==> src/verilog/irq_mode_cfg.svh <==
`ifndef IRQ_MODE_CFG_SVH
`define IRQ_MODE_CFG_SVH

// register addresses on the plain register port
`define MODE_CTRL_B_ADDR   32'hFFFF_E018
`define IRQ_STATUS_ADDR    32'hFFFF_E100
`define IRQ_MASK_ADDR      32'hFFFF_E104

// field layout inside one byte-wide source group
`define GRP_VALUE_LSB      0
`define GRP_DMA_BIT        4
`define GRP_ACT_LSB        5

// writable bits of the mode register: three groups, bits 3 and 7 of each
// group and the whole low byte stay zero
`define MODE_WRITE_MASK    32'h7777_7700
`define MODE_RESET         32'h0000_0000

// active-state code that enables rising-edge detection
`define ACT_RISING         2'h3
// level code that keeps a source away from the core
`define LEVEL_DISABLED     3'h0
// interrupt number of the first source handled here
`define FIRST_SRC_NUM      5'h19

`endif

==> src/verilog/irq_mode_pkg.sv <==
package irq_mode_pkg;

  // a priority level or a dma channel number
  typedef logic [2:0] level_t;

  // where a detected request goes
  typedef enum logic [1:0] {ROUTE_NONE, ROUTE_CPU, ROUTE_DMA} route_t;

endpackage : irq_mode_pkg

==> src/verilog/src_channel.sv <==
`timescale 1ns/1ns
`include "irq_mode_cfg.svh"

module src_channel
(
  input  wire logic                  sys_clk_in,
  input  wire logic                  reset_in,
  input  wire logic                  request_in,
  input  wire logic [7:0]            group_in,
  output logic                       edge_out,
  output irq_mode_pkg::route_t       route_out,
  output irq_mode_pkg::level_t       value_out
);
  import irq_mode_pkg::*;

  logic prev_q;
  wire  active_rising;
  wire  dma_sel;

  // request history for edge detection
  always_ff @(posedge sys_clk_in or posedge reset_in)
  begin
    if (reset_in)
      prev_q <= 1'b0;
    else
      prev_q <= request_in;
  end

  // only the rising-edge setting detects anything
  assign active_rising = group_in[`GRP_ACT_LSB +: 2] == `ACT_RISING;
  assign edge_out      = request_in & ~prev_q & active_rising;
  assign dma_sel       = group_in[`GRP_DMA_BIT];
  assign value_out     = group_in[`GRP_VALUE_LSB +: 3];

  // dma trigger or core interrupt; level zero goes nowhere unless the dma bit is set
  always_comb
  begin
    if (!edge_out)
      route_out = ROUTE_NONE;
    else if (dma_sel)
      route_out = ROUTE_DMA;
    else if (value_out == `LEVEL_DISABLED)
      route_out = ROUTE_NONE;
    else
      route_out = ROUTE_CPU;
  end

endmodule : src_channel

==> src/verilog/source_pick.sv <==
`timescale 1ns/1ns

module source_pick
(
  input  wire logic [2:0]            eligible_in,
  input  wire logic [8:0]            levels_in,
  output logic                       any_out,
  output irq_mode_pkg::level_t       level_out,
  output logic [1:0]                 index_out
);
  import irq_mode_pkg::*;

  // highest level wins, equal levels go to the lower interrupt number
  always_comb
  begin
    any_out   = 1'b0;
    level_out = 3'h0;
    index_out = 2'h0;
    for (int i = 0; i < 3; i++)
    begin
      if (eligible_in[i] && (!any_out || levels_in[3*i +: 3] > level_out))
      begin
        any_out   = 1'b1;
        level_out = levels_in[3*i +: 3];
        index_out = 2'(i);
      end
    end
  end

endmodule : source_pick

==> src/verilog/timer_irq_mode_control_slice.sv <==
// Our own choices: the plain strobed port and the placing of the registers.
`timescale 1ns/1ns
`include "irq_mode_cfg.svh"

module timer_irq_mode_control_slice
(
  input  wire logic                  sys_clk_in,
  input  wire logic                  reset_in,
  input  wire logic [31:0]           reg_addr_in,
  input  wire logic [31:0]           reg_wdata_in,
  input  wire logic                  reg_write_in,
  input  wire logic                  reg_read_in,
  output logic      [31:0]           reg_rdata_out,
  input  wire logic                  timer_ch2_request_in,
  input  wire logic                  timer_ch3_request_in,
  input  wire logic                  timer_ch4_request_in,
  input  wire logic                  cpu_ack_in,
  output logic                       cpu_irq_out,
  output irq_mode_pkg::level_t       cpu_level_out,
  output logic      [4:0]            cpu_irq_num_out,
  output logic      [7:0]            dma_req_out,
  output logic                       irq_out
);
  import irq_mode_pkg::*;

  localparam int NSRC = 3;

  logic [31:0] mode_q;
  logic [2:0]  status_q;
  logic [2:0]  status_d;
  logic [2:0]  mask_q;
  logic [2:0]  pend_q;
  logic [2:0]  pend_d;
  logic [2:0]  pend_set;
  logic [7:0]  dma_q;
  logic [7:0]  dma_d;
  logic        cpu_irq_q;
  level_t      cpu_level_q;
  logic [1:0]  cpu_idx_q;
  logic [31:0] rdata_q;
  logic [31:0] rd_mux;

  wire [NSRC-1:0] req_vec;
  wire [NSRC-1:0] src_edge;
  route_t         src_route [NSRC];
  level_t         src_value [NSRC];
  wire [NSRC-1:0] eligible;
  wire [8:0]      levels;
  wire [2:0]      pend_clr;
  wire            pick_any;
  level_t         pick_level;
  wire [1:0]      pick_idx;

  // address decode
  wire sel_mode   = reg_addr_in == `MODE_CTRL_B_ADDR;
  wire sel_status = reg_addr_in == `IRQ_STATUS_ADDR;
  wire sel_mask   = reg_addr_in == `IRQ_MASK_ADDR;
  wire wr_mode    = reg_write_in & sel_mode;
  wire wr_mask    = reg_write_in & sel_mask;
  wire rd_status  = reg_read_in & sel_status;

  // timer channel 2, 3, 4 feed interrupt numbers 25, 26, 27
  assign req_vec = {timer_ch4_request_in, timer_ch3_request_in,
                    timer_ch2_request_in};

  // one detector per source on its own byte group of the mode register
  generate
    for (genvar g = 0; g < NSRC; g++)
    begin : g_src
      src_channel u_src
      (
        .sys_clk_in (sys_clk_in),
        .reset_in   (reset_in),
        .request_in (req_vec[g]),
        .group_in   (mode_q[8*(g+1) +: 8]),
        .edge_out   (src_edge[g]),
        .route_out  (src_route[g]),
        .value_out  (src_value[g])
      );
    end
  endgenerate

  // mode register: only the field bits take write data
  always_ff @(posedge sys_clk_in or posedge reset_in)
  begin
    if (reset_in)
      mode_q <= `MODE_RESET;
    else if (wr_mode)
      mode_q <= reg_wdata_in & `MODE_WRITE_MASK;
  end

  // core-bound sets and dma channel pulses from this cycle's edges
  always_comb
  begin
    pend_set = 3'h0;
    dma_d    = 8'h00;
    for (int i = 0; i < NSRC; i++)
    begin
      if (src_route[i] == ROUTE_CPU)
        pend_set[i] = 1'b1;
      if (src_route[i] == ROUTE_DMA)
        dma_d[src_value[i]] = 1'b1;
    end
  end

  // a source may reach the core only while set up for a nonzero level
  assign eligible = {mode_q[28] == 1'b0 && mode_q[26:24] != `LEVEL_DISABLED,
                     mode_q[20] == 1'b0 && mode_q[18:16] != `LEVEL_DISABLED,
                     mode_q[12] == 1'b0 && mode_q[10:8] != `LEVEL_DISABLED};
  assign levels   = {mode_q[26:24], mode_q[18:16], mode_q[10:8]};

  // the core's acknowledge retires the presented source; a new edge wins
  assign pend_clr = (cpu_ack_in && cpu_irq_q) ? 3'(1 << cpu_idx_q) : 3'h0;
  assign pend_d   = (pend_q & ~pend_clr) | pend_set;

  source_pick u_pick
  (
    .eligible_in (pend_d & eligible),
    .levels_in   (levels),
    .any_out     (pick_any),
    .level_out   (pick_level),
    .index_out   (pick_idx)
  );

  // pending flags and the request presented to the core
  always_ff @(posedge sys_clk_in or posedge reset_in)
  begin
    if (reset_in)
    begin
      pend_q      <= 3'h0;
      cpu_irq_q   <= 1'b0;
      cpu_level_q <= 3'h0;
      cpu_idx_q   <= 2'h0;
    end
    else
    begin
      pend_q      <= pend_d;
      cpu_irq_q   <= pick_any;
      cpu_level_q <= pick_level;
      cpu_idx_q   <= pick_idx;
    end
  end

  // dma trigger pulses, one cycle per detected edge
  always_ff @(posedge sys_clk_in or posedge reset_in)
  begin
    if (reset_in)
      dma_q <= 8'h00;
    else
      dma_q <= dma_d;
  end

  // sticky edge status, cleared by reading it; an edge beats the clear
  assign status_d = (status_q & ~{3{rd_status}}) | src_edge;

  always_ff @(posedge sys_clk_in or posedge reset_in)
  begin
    if (reset_in)
    begin
      status_q <= 3'h0;
      mask_q   <= 3'h0;
    end
    else
    begin
      status_q <= status_d;
      if (wr_mask)
        mask_q <= reg_wdata_in[2:0];
    end
  end

  // read data selection; unmapped addresses read zero
  assign rd_mux = sel_mode   ? mode_q                  :
                  sel_status ? {29'h0, status_q}       :
                  sel_mask   ? {29'h0, mask_q}         : 32'h0000_0000;

  // read data stand for the single cycle after the read strobe
  always_ff @(posedge sys_clk_in or posedge reset_in)
  begin
    if (reset_in)
      rdata_q <= 32'h0000_0000;
    else if (reg_read_in)
      rdata_q <= rd_mux;
    else
      rdata_q <= 32'h0000_0000;
  end

  // outputs
  assign reg_rdata_out   = rdata_q;
  assign dma_req_out     = dma_q;
  assign cpu_irq_out     = cpu_irq_q;
  assign cpu_level_out   = cpu_level_q;
  assign cpu_irq_num_out = `FIRST_SRC_NUM + 5'(cpu_idx_q);
  assign irq_out         = |(status_q & mask_q);

  // a dma-routed edge of number 26 pulses the selected channel
  property p_dma_route;
    @(posedge sys_clk_in) disable iff (reset_in)
    src_edge[1] && mode_q[20] |=> dma_req_out[$past(mode_q[18:16])];
  endproperty
  a_dma_route: assert property (p_dma_route)
    else $error("dma trigger missing on selected channel");

  // a dma-routed edge never reaches the core
  property p_dma_no_cpu;
    @(posedge sys_clk_in) disable iff (reset_in)
    !pend_q[1] && src_edge[1] && mode_q[20] |=> !pend_q[1];
  endproperty
  a_dma_no_cpu: assert property (p_dma_no_cpu)
    else $error("dma trigger raised a core request");

  // level zero keeps the source off the core; only this source has an edge
  property p_level_zero;
    @(posedge sys_clk_in) disable iff (reset_in)
    !pend_q[1] && src_edge == 3'h2 && !mode_q[20] && mode_q[18:16] == 3'h0
      |=> !pend_q[1] && dma_req_out == 8'h00;
  endproperty
  a_level_zero: assert property (p_level_zero)
    else $error("disabled level still requested");

  // a nonzero level raises the core request the next cycle
  property p_level_set;
    @(posedge sys_clk_in) disable iff (reset_in)
    src_edge[2] && !mode_q[28] && mode_q[26:24] != 3'h0
      |=> pend_q[2] && cpu_irq_out;
  endproperty
  a_level_set: assert property (p_level_set)
    else $error("core request missing after edge");

  // the level shown to the core is never the disabled code
  property p_level_nonzero;
    @(posedge sys_clk_in) disable iff (reset_in)
    cpu_irq_out |-> cpu_level_out != 3'h0 && cpu_irq_num_out >= 5'h19;
  endproperty
  a_level_nonzero: assert property (p_level_nonzero)
    else $error("core request with level zero");

  // timer channel 3 lands in the status bit of number 26
  property p_ch3_map;
    @(posedge sys_clk_in) disable iff (reset_in)
    $rose(timer_ch3_request_in) && mode_q[22:21] == 2'h3 |=> status_q[1];
  endproperty
  a_ch3_map: assert property (p_ch3_map)
    else $error("channel 3 edge not recorded for number 26");

  // reserved bits of the mode register read zero
  property p_reserved;
    @(posedge sys_clk_in) disable iff (reset_in)
    reg_read_in && reg_addr_in == 32'hFFFF_E018
      |=> (reg_rdata_out & 32'h8888_88FF) == 32'h0000_0000;
  endproperty
  a_reserved: assert property (p_reserved)
    else $error("reserved mode bit read nonzero");

  // the core's acknowledge retires the shown source when no new edge comes
  property p_ack_retire;
    @(posedge sys_clk_in) disable iff (reset_in)
    cpu_irq_out && cpu_ack_in && cpu_idx_q == 2'h1 && !src_edge[1]
      |=> !pend_q[1];
  endproperty
  a_ack_retire: assert property (p_ack_retire)
    else $error("acknowledged source still pending");

  // a dma trigger only follows an edge of a dma-routed source
  property p_dma_quiet;
    @(posedge sys_clk_in) disable iff (reset_in)
    |dma_req_out |-> $past(|(src_edge & {mode_q[28], mode_q[20], mode_q[12]}));
  endproperty
  a_dma_quiet: assert property (p_dma_quiet)
    else $error("dma trigger without a dma-routed edge");

  // timer channel 4 lands in the status bit of number 27
  property p_ch4_map;
    @(posedge sys_clk_in) disable iff (reset_in)
    $rose(timer_ch4_request_in) && mode_q[30:29] == 2'h3 |=> status_q[2];
  endproperty
  a_ch4_map: assert property (p_ch4_map)
    else $error("channel 4 edge not recorded for number 27");

  // main scenarios
  property p_cov_dma;
    @(posedge sys_clk_in) disable iff (reset_in) |dma_req_out;
  endproperty
  c_cov_dma: cover property (p_cov_dma);

  property p_cov_ack;
    @(posedge sys_clk_in) disable iff (reset_in) cpu_irq_out && cpu_ack_in;
  endproperty
  c_cov_ack: cover property (p_cov_ack);

  property p_cov_irq;
    @(posedge sys_clk_in) disable iff (reset_in) irq_out ##1 rd_status;
  endproperty
  c_cov_irq: cover property (p_cov_irq);

  property p_cov_level_zero;
    @(posedge sys_clk_in) disable iff (reset_in)
    src_edge[1] && !mode_q[20] && mode_q[18:16] == 3'h0;
  endproperty
  c_cov_level_zero: cover property (p_cov_level_zero);

endmodule : timer_irq_mode_control_slice

==> config.mk <==
export PLATFORM = sky130hd
export DESIGN_NAME = timer_irq_mode_control_slice
export DESIGN_NICKNAME = d
export VERILOG_FILES = /design/src/verilog/irq_mode_pkg.sv /design/src/verilog/src_channel.sv /design/src/verilog/source_pick.sv /design/src/verilog/timer_irq_mode_control_slice.sv
export VERILOG_INCLUDE_DIRS = /design/src /design/src/verilog
export SDC_FILE = /design/constraint.sdc
export NUM_CORES = 1
export LEC_CHECK = 0
export ABC_AREA = 1
export BUFFER_PORTS_ARGS = -buffer_cell sky130_fd_sc_hd__buf_4
export CORE_MARGIN = 2
export CORE_UTILIZATION = 49
export DETAILED_ROUTE_END_ITERATION = 10
export PLACE_DENSITY = 0.82
export SLEW_MARGIN = 30
export SYNTH_ARGS = -nofsm -noshare
export SYNTH_HDL_FRONTEND = slang
export SYNTH_SLANG_ARGS = --single-unit
==> constraint.sdc <==
create_clock -name sys_clk_in -period 3.6 [get_ports sys_clk_in]
set_input_delay 0.54 -clock sys_clk_in [delete_from_list [all_inputs] [get_ports sys_clk_in]]
set_output_delay 0.54 -clock sys_clk_in [all_outputs]
set_load 0.005 [all_outputs]
==> run summary, run 1 <==
status -> finished, final reports clean
main area contributors after synthesis -> dfrtp_1 51%, nand2_1 15%, nor2_1 5.7%
Cell Pwr Density -> 353.8 nW/µm²
IO Port Bufs -> 97
dpl ws -> 0.2038 ns
drt drc -> 0
DR iter-0 viols -> 192
CP endpoint kind -> flop
Final Cycle Share -> 0.9124
first-pass GRT wire length -> 12.20 mm
Setup TNS Final -> 0 ns
root buf cell -> clkbuf_8
IO Pins -> 122
initial antenna violation count -> 0
routability congestion estimate -> 0.8891
Most used DFF post-synth -> dfrtp_1
Leak -> 0.002275 µW
clock latency at the later pin of the worst-skew pair -> 0.34 ns
share of the synthesized area in the top cell type -> 0.5122
post-synthesis register bit count -> 65
DP HPWL -> 5.588 mm
r2r setup slk -> 0.32 ns
Crit Path Max Fanout -> 4
WP data arrival -> 3.51 ns
fillers -> 544
EDFF count, synth -> 0
Remaining Overflow, GRT -> 0
Synth async-reset ratio -> 1.000
Final min period -> 3.285 ns
largest net degree at the start of global routing -> 38
CTS tree -> yes
chip height -> 84.50 µm
actual slew at the worst max-slew pin -> 0.7841 ns
count leader, synth -> nand2_1
first drt pass iteration count -> 4
Reg area -> 1627 µm²
Util after Layout -> 0.6605
sequential area share after synthesis -> 0.5122
syn_area_per_cell -> 8.122 µm²
Layout area overhead -> 31.32%
commonest cells in the netlist -> 123 x nand2_1, 65 x dfrtp_1, 48 x nor2_1
wire per inst -> 12.75 µm
final setup violation count -> 0
Synth area leader -> dfrtp_1
H-Tree Depth -> 3
footprint of the multi-input gates -> 1295 µm²
Worst Slack Setup Final -> 0.3153 ns
post-route ant nets -> 0
worst rel slew slack -> 0.4767
initial core utilization -> 0.5030
CTS Sinks -> 65
Vias -> 2792
Die X-Extent -> 84.50 µm
Worst Setup Start Kind -> flop
worst endpoint required time -> 3.83 ns
Die Area -> 7140 µm²
Gate Count Post-Synth -> 391
fin. max-slew vios -> 0
Antenna diodes -> 0
max capacitance violation total -> 0
Peak supply drop -> 0.2944 mV
Via density -> 4.830
Final nets -> 578
area of the mapped netlist -> 3176 µm²
Final Skew -> 0.008081 ns
fraction of layout cells with a size suffix above 1 -> 0.2655
Hold Fails Final Rpt -> 0
GRT Total Usage -> 0.2154
final WL -> 7.368 mm
f_max -> 304.4 MHz
worst hold path class -> in2reg
CTS Buf Count -> 9
clock buffer depth -> 2
Netlist cell types -> 26
vias in the first global route -> 2616
Core Box Area -> 6314 µm²
crit path kind -> reg2reg
hold buffers post-CTS -> 0
Syn. warnings -> 0
CTS clk-pin slew, worst paths -> 0.07 ns
row cnt -> 29
==> placed cells by master, fill, tap and decap left out, types with 6 or more instances in the layout <==
cell type,n
buf_4,100
clkbuf_8,9
conb_1,13
dfrtp_1,65
ha_1,10
inv_1,45
inv_2,6
nand2_1,120
nand3_1,33
nand4_1,8
nor2_1,48
o21ai_1,6
o221ai_1,6
==> flip-flops by register name, summed over array words and instances, names as in the netlist <==
name	flops
cpu_irq_out	1
status_q	3
cpu_idx_q	2
dma_req_out	8
pend_q	3
reg_rdata_out	21
g_src.u_src.prev_q	3
mask_q	3
cpu_level_out	3
mode_q	18
==> per-stage QoR <==
stage,area (µm²),cells,power [µW],hold WS [ns]
after floorplan,3217,402,782.4,0.4476
after global placement,3926,560,829.0,0.4633
after detailed placement,3926,560,830.5,0.4647
after CTS,4136,576,1482,0.3062
after global routing,4170,578,1530,0.2988
final,4170,578,1475,0.3145
==> layer usage <==
layer	routed length [µm]	GRT usage	up-vias
met5	0	0	-
li1	-	-	1411
met1	3381	0.3010	1272
met3	452	0.04130	11
met2	3407	0.3364	98
met4	126	0.08081	0
==> power breakdown <==
part	switching [µW]	internal, µW	total, µW
Combinational	36.8	46.8	83.6
Sequential	0.396	732	732
Clock	273	386	660
Total	311	1160	1480
==> worst max-delay path: stages, from the launching register on <==
cell and delay, ns:
dfrtp_1 0.37, inv_1 0.08, ha_1 0.20, nand3_1 0.13, nand2_1 0.12, a21oi_4 0.20
nand2_1 0.10, ha_1 0.33, a21oi_2 0.14, o21ai_0 0.08, nand2_1 0.07, nand2_1 0.11
nand2_2 0.13, nand2_1 0.06, nand2_1 0.08, inv_1 0.05, ha_1 0.30, nand2_1 0.05
o21ai_0 0.14, nand2_1 0.08, nand2_2 0.10, nand2_2 0.09, nand2_1 0.09, nand2_1 0.05
==> final timing paths <==
check | startpoint | to | depth (start not counted)
max | cpu_idx_q[0] | cpu_level_out[1] | 23
min | timer_ch4_request_in | g_src[2].u_src.prev_q | 1
max reg2reg | cpu_idx_q[0] | cpu_level_out[1] | 23
min reg2reg | mode_q[20] | mode_q[20] | 2
max in group asynchronous | reset_in | mode_q[21] | 3
min in group asynchronous | reset_in | status_q[2] | 2
==> logic make-up (layout without fill, tap and decap cells) <==
kind of cell               after synthesis  after routing  share of synthesized area
DFF                                     65             65                     0.5122
buffers and inverters                   68            167                    0.09890
and+or+nand+nor                        223            223                     0.3006
AOI/OAI and AO/OA                       23             23                    0.04649
adders and majority gates               10             10                    0.03940
other                                    2             13                   0.002365
==> timing repair <==
item / CTS / global route
endpoints found under the setup margin: 0 / 5
gates resized for setup: 0 / 5
buffers inserted: 0 / 2
==> area by class of cell <==
cell class | count | share of cell area
well taps | 77 | 0.02310
flip-flops and latches | 65 | 0.3900
clock inverters | 6 | 0.01980
clock buffers | 10 | 0.03060
repair buffers | 100 | 0.1800
multi-input cells | 269 | 0.3105
inverters | 51 | 0.04590
Power figures use the tool's default switching activity.
==> run 2, diff against run 1 <==
--- a/config.mk
+++ b/config.mk
@@ -7,9 +7,11 @@
 export NUM_CORES = 1
 export LEC_CHECK = 0
 export ABC_AREA = 1
-export BUFFER_PORTS_ARGS = -buffer_cell sky130_fd_sc_hd__buf_4
+export BUFFER_PORTS_ARGS = -buffer_cell sky130_fd_sc_hd__buf_2
+export CAP_MARGIN = 20
 export CORE_MARGIN = 2
 export CORE_UTILIZATION = 49
+export CTS_CLUSTER_DIAMETER = 40
 export DETAILED_ROUTE_END_ITERATION = 10
 export PLACE_DENSITY = 0.82
 export SLEW_MARGIN = 30
==> run summary, run 2 (synthesis gave the netlist of run 1 again) <==
Layout area overhead -> 22.77%
worst hold endpoint -> g_src[0].u_src.prev_q
hold depth -> 1 (unchanged)
max capacitance violation total -> 0 (unchanged)
final setup violation count -> 0 (unchanged)
Cell Pwr Density -> 360.9 nW/µm² (+2.0%)
Reg2Reg Depth -> 23 (unchanged)
initial antenna violation count -> 0 (unchanged)
GRT Total Usage -> 0.2182 (+0.002783)
Core Box Area -> 6314 µm² (unchanged)
clock latency at the later pin of the worst-skew pair -> 0.33 ns (about the same)
crit path kind -> reg2reg
chip height -> 84.50 µm (unchanged)
actual slew at the worst max-slew pin -> 0.7494 ns (-0.03476 ns)
worst rel slew slack -> 0.4997 (+0.02301)
r2r setup slk -> 0.29 ns (-0.03 ns)
max reg flops -> 21 (unchanged)
commonest non-fill, non-tap cell in the layout -> nand2_1
f_max -> 302.1 MHz (-0.77%)
initial core utilization -> 0.5030 (unchanged)
Peak supply drop -> 0.2657 mV (-9.7%)
CP endpoint kind -> flop
Final min period -> 3.310 ns (+0.02545 ns)
IO Pins -> 122 (unchanged)
Worst Setup Start Kind -> flop
IO Port Bufs -> 97 (unchanged)
Die Area -> 7140 µm² (unchanged)
Hold Crit Start -> timer_ch2_request_in
hold buffers post-CTS -> 0 (unchanged)
status -> finished, final reports clean
DP HPWL -> 5.629 mm (+0.73%)
WP data arrival -> 3.53 ns (+0.02 ns)
area post-placement -> 3684 µm² (-6.2%)
Leak -> 0.002215 µW (-2.6%)
Worst R2R End -> cpu_level_out[1]
DR iter-0 viols -> 160 (-17%)
CTS clk-pin slew, worst paths -> 0.07 ns (about the same)
row cnt -> 29 (unchanged)
fraction of layout cells with a size suffix above 1 -> 0.2585 (-0.006952)
Hold Fails Final Rpt -> 0 (unchanged)
Cells after DPL -> 560 (unchanged)
fin area -> 3899 µm² (-6.5%)
routability congestion estimate -> 0.8993 (+1.1%)
root buf cell -> clkbuf_8
CTS Sinks -> 65 (unchanged)
Remaining Overflow, GRT -> 0 (unchanged)
CTS Buf Count -> 9 (unchanged)
H-Tree Depth -> 3 (unchanged)
Final nets -> 577 (-0.17%)
hold_ws -> 0.3260 ns (+0.01156 ns)
Final Skew -> 0.007249 ns (-0.0008321 ns)
wire per inst -> 12.69 µm (-0.48%)
drt drc -> 0 (unchanged)
fin. max-slew vios -> 0 (unchanged)
worst hold path class -> in2reg
first drt pass iteration count -> 4 (unchanged)
clock buffer depth -> 2 (unchanged)
most frequent cells in the layout -> 121 x nand2_1, 97 x buf_2, 65 x dfrtp_1
Crit Path Max Fanout -> 4 (unchanged)
Util after Layout -> 0.6175 (-0.04300)
worst endpoint required time -> 3.82 ns (about the same)
Post-Layout Cell Count -> 576 (-0.35%)
Vias -> 2793 (+0.036%)
CTS tree -> yes
largest net degree at the start of global routing -> 39 (+2.6%)
Antenna diodes -> 0 (unchanged)
first-pass GRT wire length -> 12.42 mm (+1.8%)
final WL -> 7.307 mm (-0.83%)
total design power -> 1407 µW (-4.6%)
reg2reg start -> cpu_idx_q[0]
vias in the first global route -> 2752 (+5.2%)
Via density -> 4.849 (+0.38%)
post-route ant nets -> 0 (unchanged)
fillers -> 575 (+5.7%)
Die X-Extent -> 84.50 µm (unchanged)
Final Cycle Share -> 0.9195 (+0.007069)
-- run 2: metal layers --
metal  routed length (µm)  GRT usage  share of wire  vias up
li1                     -          -              -     1407
met1                 3240     0.2881           0.44     1266
met2                 3408     0.3515           0.47      103
met3                  472    0.04425          0.065       17
met4                  187    0.09380          0.026        0
met5                    0          0              0        -
-- run 2: worst max path at each step --
stage	from	to	slack, ns
after floorplan	cpu_idx_q[0]	cpu_level_out[0]	0.69
after global placement	cpu_ack_in	cpu_level_out[2]	0.26
after detailed placement	timer_ch2_request_in	cpu_level_out[1]	0.15
after CTS	cpu_idx_q[0]	cpu_level_out[1]	0.16
after global routing	cpu_idx_q[0]	cpu_level_out[1]	-0.01
final	cpu_idx_q[0]	cpu_level_out[1]	0.29
-- run 2: repair_timing --
action | 4_1_cts | 5_1_grt
setup buffers | 0 | 1
gates resized for setup | 0 | 3
hold endpoints to repair | 0 | 0
endpoints found under the setup margin | 0 | 5
-- run 2: where the power goes --
group          internal [µW]  total [µW]  switching, µW
Combinational           28.9        66.2           37.3
Sequential               732         733          0.506
Clock                    352         608            257
-- run 2: final cells by class --
| cell class | instances | area (µm²) | share of cell area |
|---|---|---|---|
| clock buffers | 12 | 155.1 | 0.03979 |
| clock inverters | 3 | 40.04 | 0.01027 |
| inverters | 51 | 191.4 | 0.04910 |
| multi-input cells | 269 | 1289 | 0.3306 |
| flip-flops and latches | 65 | 1627 | 0.4172 |
| well taps | 77 | 96.34 | 0.02471 |
| repair buffers | 99 | 500.5 | 0.1284 |
-- run 2: worst max-delay path, stage by stage, from the launching register on --
cell and delay [ns]:
dfrtp_1 0.38, inv_1 0.09, ha_1 0.20, nand3_1 0.11, nand2_1 0.11, a21oi_4 0.21
nand2_1 0.11, ha_1 0.31, a21oi_1 0.15, o21ai_0 0.10, nand2_1 0.07, nand2_1 0.11
nand2_2 0.12, nand2_1 0.06, nand2_1 0.08, inv_1 0.05, ha_1 0.30, nand2_1 0.05
o21ai_0 0.14, nand2_1 0.07, nand2_1 0.13, nand2_2 0.10, nand2_1 0.09, nand2_1 0.06
-- run 2: stage by stage --
step	worst slack (ns)	setup TNS, ns
2_1_floorplan	0.6906	0
3_3_place_gp	0.2570	0
3_5_place_dp	0.1486	0
4_1_cts	0.1634	0
5_1_grt	-0.01394	-0.02226
6_report	0.2898	0
==> run 3, diff against run 2 <==
--- a/config.mk
+++ b/config.mk
@@ -14,6 +14,7 @@
 export CTS_CLUSTER_DIAMETER = 40
 export DETAILED_ROUTE_END_ITERATION = 10
 export PLACE_DENSITY = 0.82
+export RECOVER_POWER = 25
 export SLEW_MARGIN = 30
 export SYNTH_ARGS = -nofsm -noshare
 export SYNTH_HDL_FRONTEND = slang
==> run summary, run 3 (synthesis gave the netlist of run 1 again) <==
Final nets -> 577 (unchanged)
most frequent cells in the layout -> 121 x nand2_1, 97 x buf_2, 65 x dfrtp_1
worst hold path class -> in2reg
worst endpoint required time -> 3.82 ns (about the same)
final WL -> 7.312 mm (about the same)
largest net degree at the start of global routing -> 39 (unchanged)
fin. max-slew vios -> 0 (unchanged)
IO Port Bufs -> 97 (unchanged)
Cells after DPL -> 560 (unchanged)
fraction of layout cells with a size suffix above 1 -> 0.2545 (-0.004008)
CTS tree -> yes
Final Cycle Share -> 0.9188 (about the same)
Vias -> 2799 (+0.21%)
Via density -> 4.859 (+0.21%)
wire per inst -> 12.69 µm (about the same)
Remaining Overflow, GRT -> 0 (unchanged)
Die X-Extent -> 84.50 µm (unchanged)
crit path kind -> reg2reg
Crit Path Max Fanout -> 4 (unchanged)
Hold Fails Final Rpt -> 0 (unchanged)
initial antenna violation count -> 0 (unchanged)
WP data arrival -> 3.52 ns (about the same)
commonest non-fill, non-tap cell in the layout -> nand2_1
initial core utilization -> 0.5030 (unchanged)
Worst Setup Start Kind -> flop
drt drc -> 0 (unchanged)
Leak -> 0.002216 µW (about the same)
Layout area overhead -> 22.77% (unchanged)
final setup violation count -> 0 (unchanged)
chip height -> 84.50 µm (unchanged)
root buf cell -> clkbuf_8
vias in the first global route -> 2752 (unchanged)
DR iter-0 viols -> 160 (unchanged)
status -> finished, final reports clean
routability congestion estimate -> 0.8993 (unchanged)
row cnt -> 29 (unchanged)
H-Tree Depth -> 3 (unchanged)
Antenna diodes -> 0 (unchanged)
Final min period -> 3.308 ns (-0.002424 ns)
Final Skew -> 0.007249 ns (-0.0000002300 ns)
hold buffers post-CTS -> 0 (unchanged)
CTS Sinks -> 65 (unchanged)
CTS Buf Count -> 9 (unchanged)
f_max -> 302.3 MHz (about the same)
max capacitance violation total -> 0 (unchanged)
worst rel slew slack -> 0.1007 (-0.3990)
post-route ant nets -> 0 (unchanged)
Cell Pwr Density -> 360.9 nW/µm² (about the same)
fillers -> 575 (unchanged)
total design power -> 1407 µW (about the same)
actual slew at the worst max-slew pin -> 1.347 ns (+0.5981 ns)
max reg flops -> 21 (unchanged)
clock latency at the later pin of the worst-skew pair -> 0.33 ns (about the same)
CP endpoint kind -> flop
r2r setup slk -> 0.29 ns (about the same)
first-pass GRT wire length -> 12.42 mm (unchanged)
clock buffer depth -> 2 (unchanged)
first drt pass iteration count -> 4 (unchanged)
GRT Total Usage -> 0.2182 (unchanged)
IO Pins -> 122 (unchanged)
Die Area -> 7140 µm² (unchanged)
DP HPWL -> 5.629 mm (unchanged)
Post-Layout Cell Count -> 576 (unchanged)
CTS clk-pin slew, worst paths -> 0.07 ns (about the same)
Peak supply drop -> 0.2657 mV (about the same)
Core Box Area -> 6314 µm² (unchanged)
[run 3: cell counts in the layout (fill, tap and decap cells not counted)]
Identical to the previous run, type by type.
[run 3: area by class of cell]
class                   count  area [µm²]  share of cell area
well taps                  77       96.34             0.02471
repair buffers             99       500.5              0.1284
multi-input cells         269        1289              0.3306
inverters                  51       191.4             0.04910
flip-flops and latches     65        1627              0.4172
clock buffers              12       155.1             0.03979
clock inverters             3       40.04             0.01027
[run 3: per-stage QoR]
stage          instance area [µm²]  setup WS [ns]  setup TNS [ns]  hold WS [ns]    util
3_3_place_gp                  3684         0.2570               0        0.4636  0.5834
6_report                      3899         0.2922               0        0.3259  0.6175
3_5_place_dp                  3684         0.1486               0        0.4667  0.5834
4_1_cts                       3879         0.1634               0        0.3124  0.6143
5_1_grt                       3899       -0.01394        -0.02217        0.3087  0.6175
2_1_floorplan                 3217         0.6906               0        0.4476       -
[run 3: power by group]
group          leakage [µW]  total, µW  switching, µW  internal [µW]
Combinational       0.00123       66.0           37.2           28.8
Clock              0.000102        608            257            352
Sequential         0.000886        733          0.506            732
[run 3: worst paths after layout]
kind	startpoint	end	cells past startpoint
setup / recovery	cpu_idx_q[0]	cpu_level_out[1]	23
max in group asynchronous	reset_in	mode_q[28]	3
min in group asynchronous	reset_in	dma_req_out[2]	2
hold reg to reg	mode_q[12]	mode_q[12]	2
hold / removal	timer_ch2_request_in	g_src[0].u_src.prev_q	1
setup reg to reg	cpu_idx_q[0]	cpu_level_out[1]	23
[run 3: repair_timing]
action | in CTS | in global routing
setup endpoints to repair | 0 | 5
resized for setup | 0 | 3
setup buffers | 0 | 1
[run 3: per-layer routing]
metal,GRT usage,vias up,share of wire,wire length [µm]
li1,-,1407,-,-
met1,0.2881,1270,0.44,3231
met2,0.3515,105,0.47,3407
met3,0.04425,17,0.066,486
met4,0.09380,0,0.026,187
met5,0,-,0,0
[run 3: worst max-delay path: stages, from the launching register on]
cell     delay [ns]
dfrtp_1        0.38
inv_1          0.09
ha_1           0.20
nand3_1        0.11
nand2_1        0.11
a21oi_4        0.21
nand2_1        0.11
ha_1           0.31
a21oi_1        0.15
o21ai_0        0.10
nand2_1        0.07
nand2_1        0.11
nand2_2        0.12
nand2_1        0.06
nand2_1        0.08
inv_1          0.05
ha_1           0.30
nand2_1        0.05
o21ai_0        0.14
nand2_1        0.07
nand2_1        0.13
nand2_2        0.10
nand2_1        0.09
nand2_1        0.06
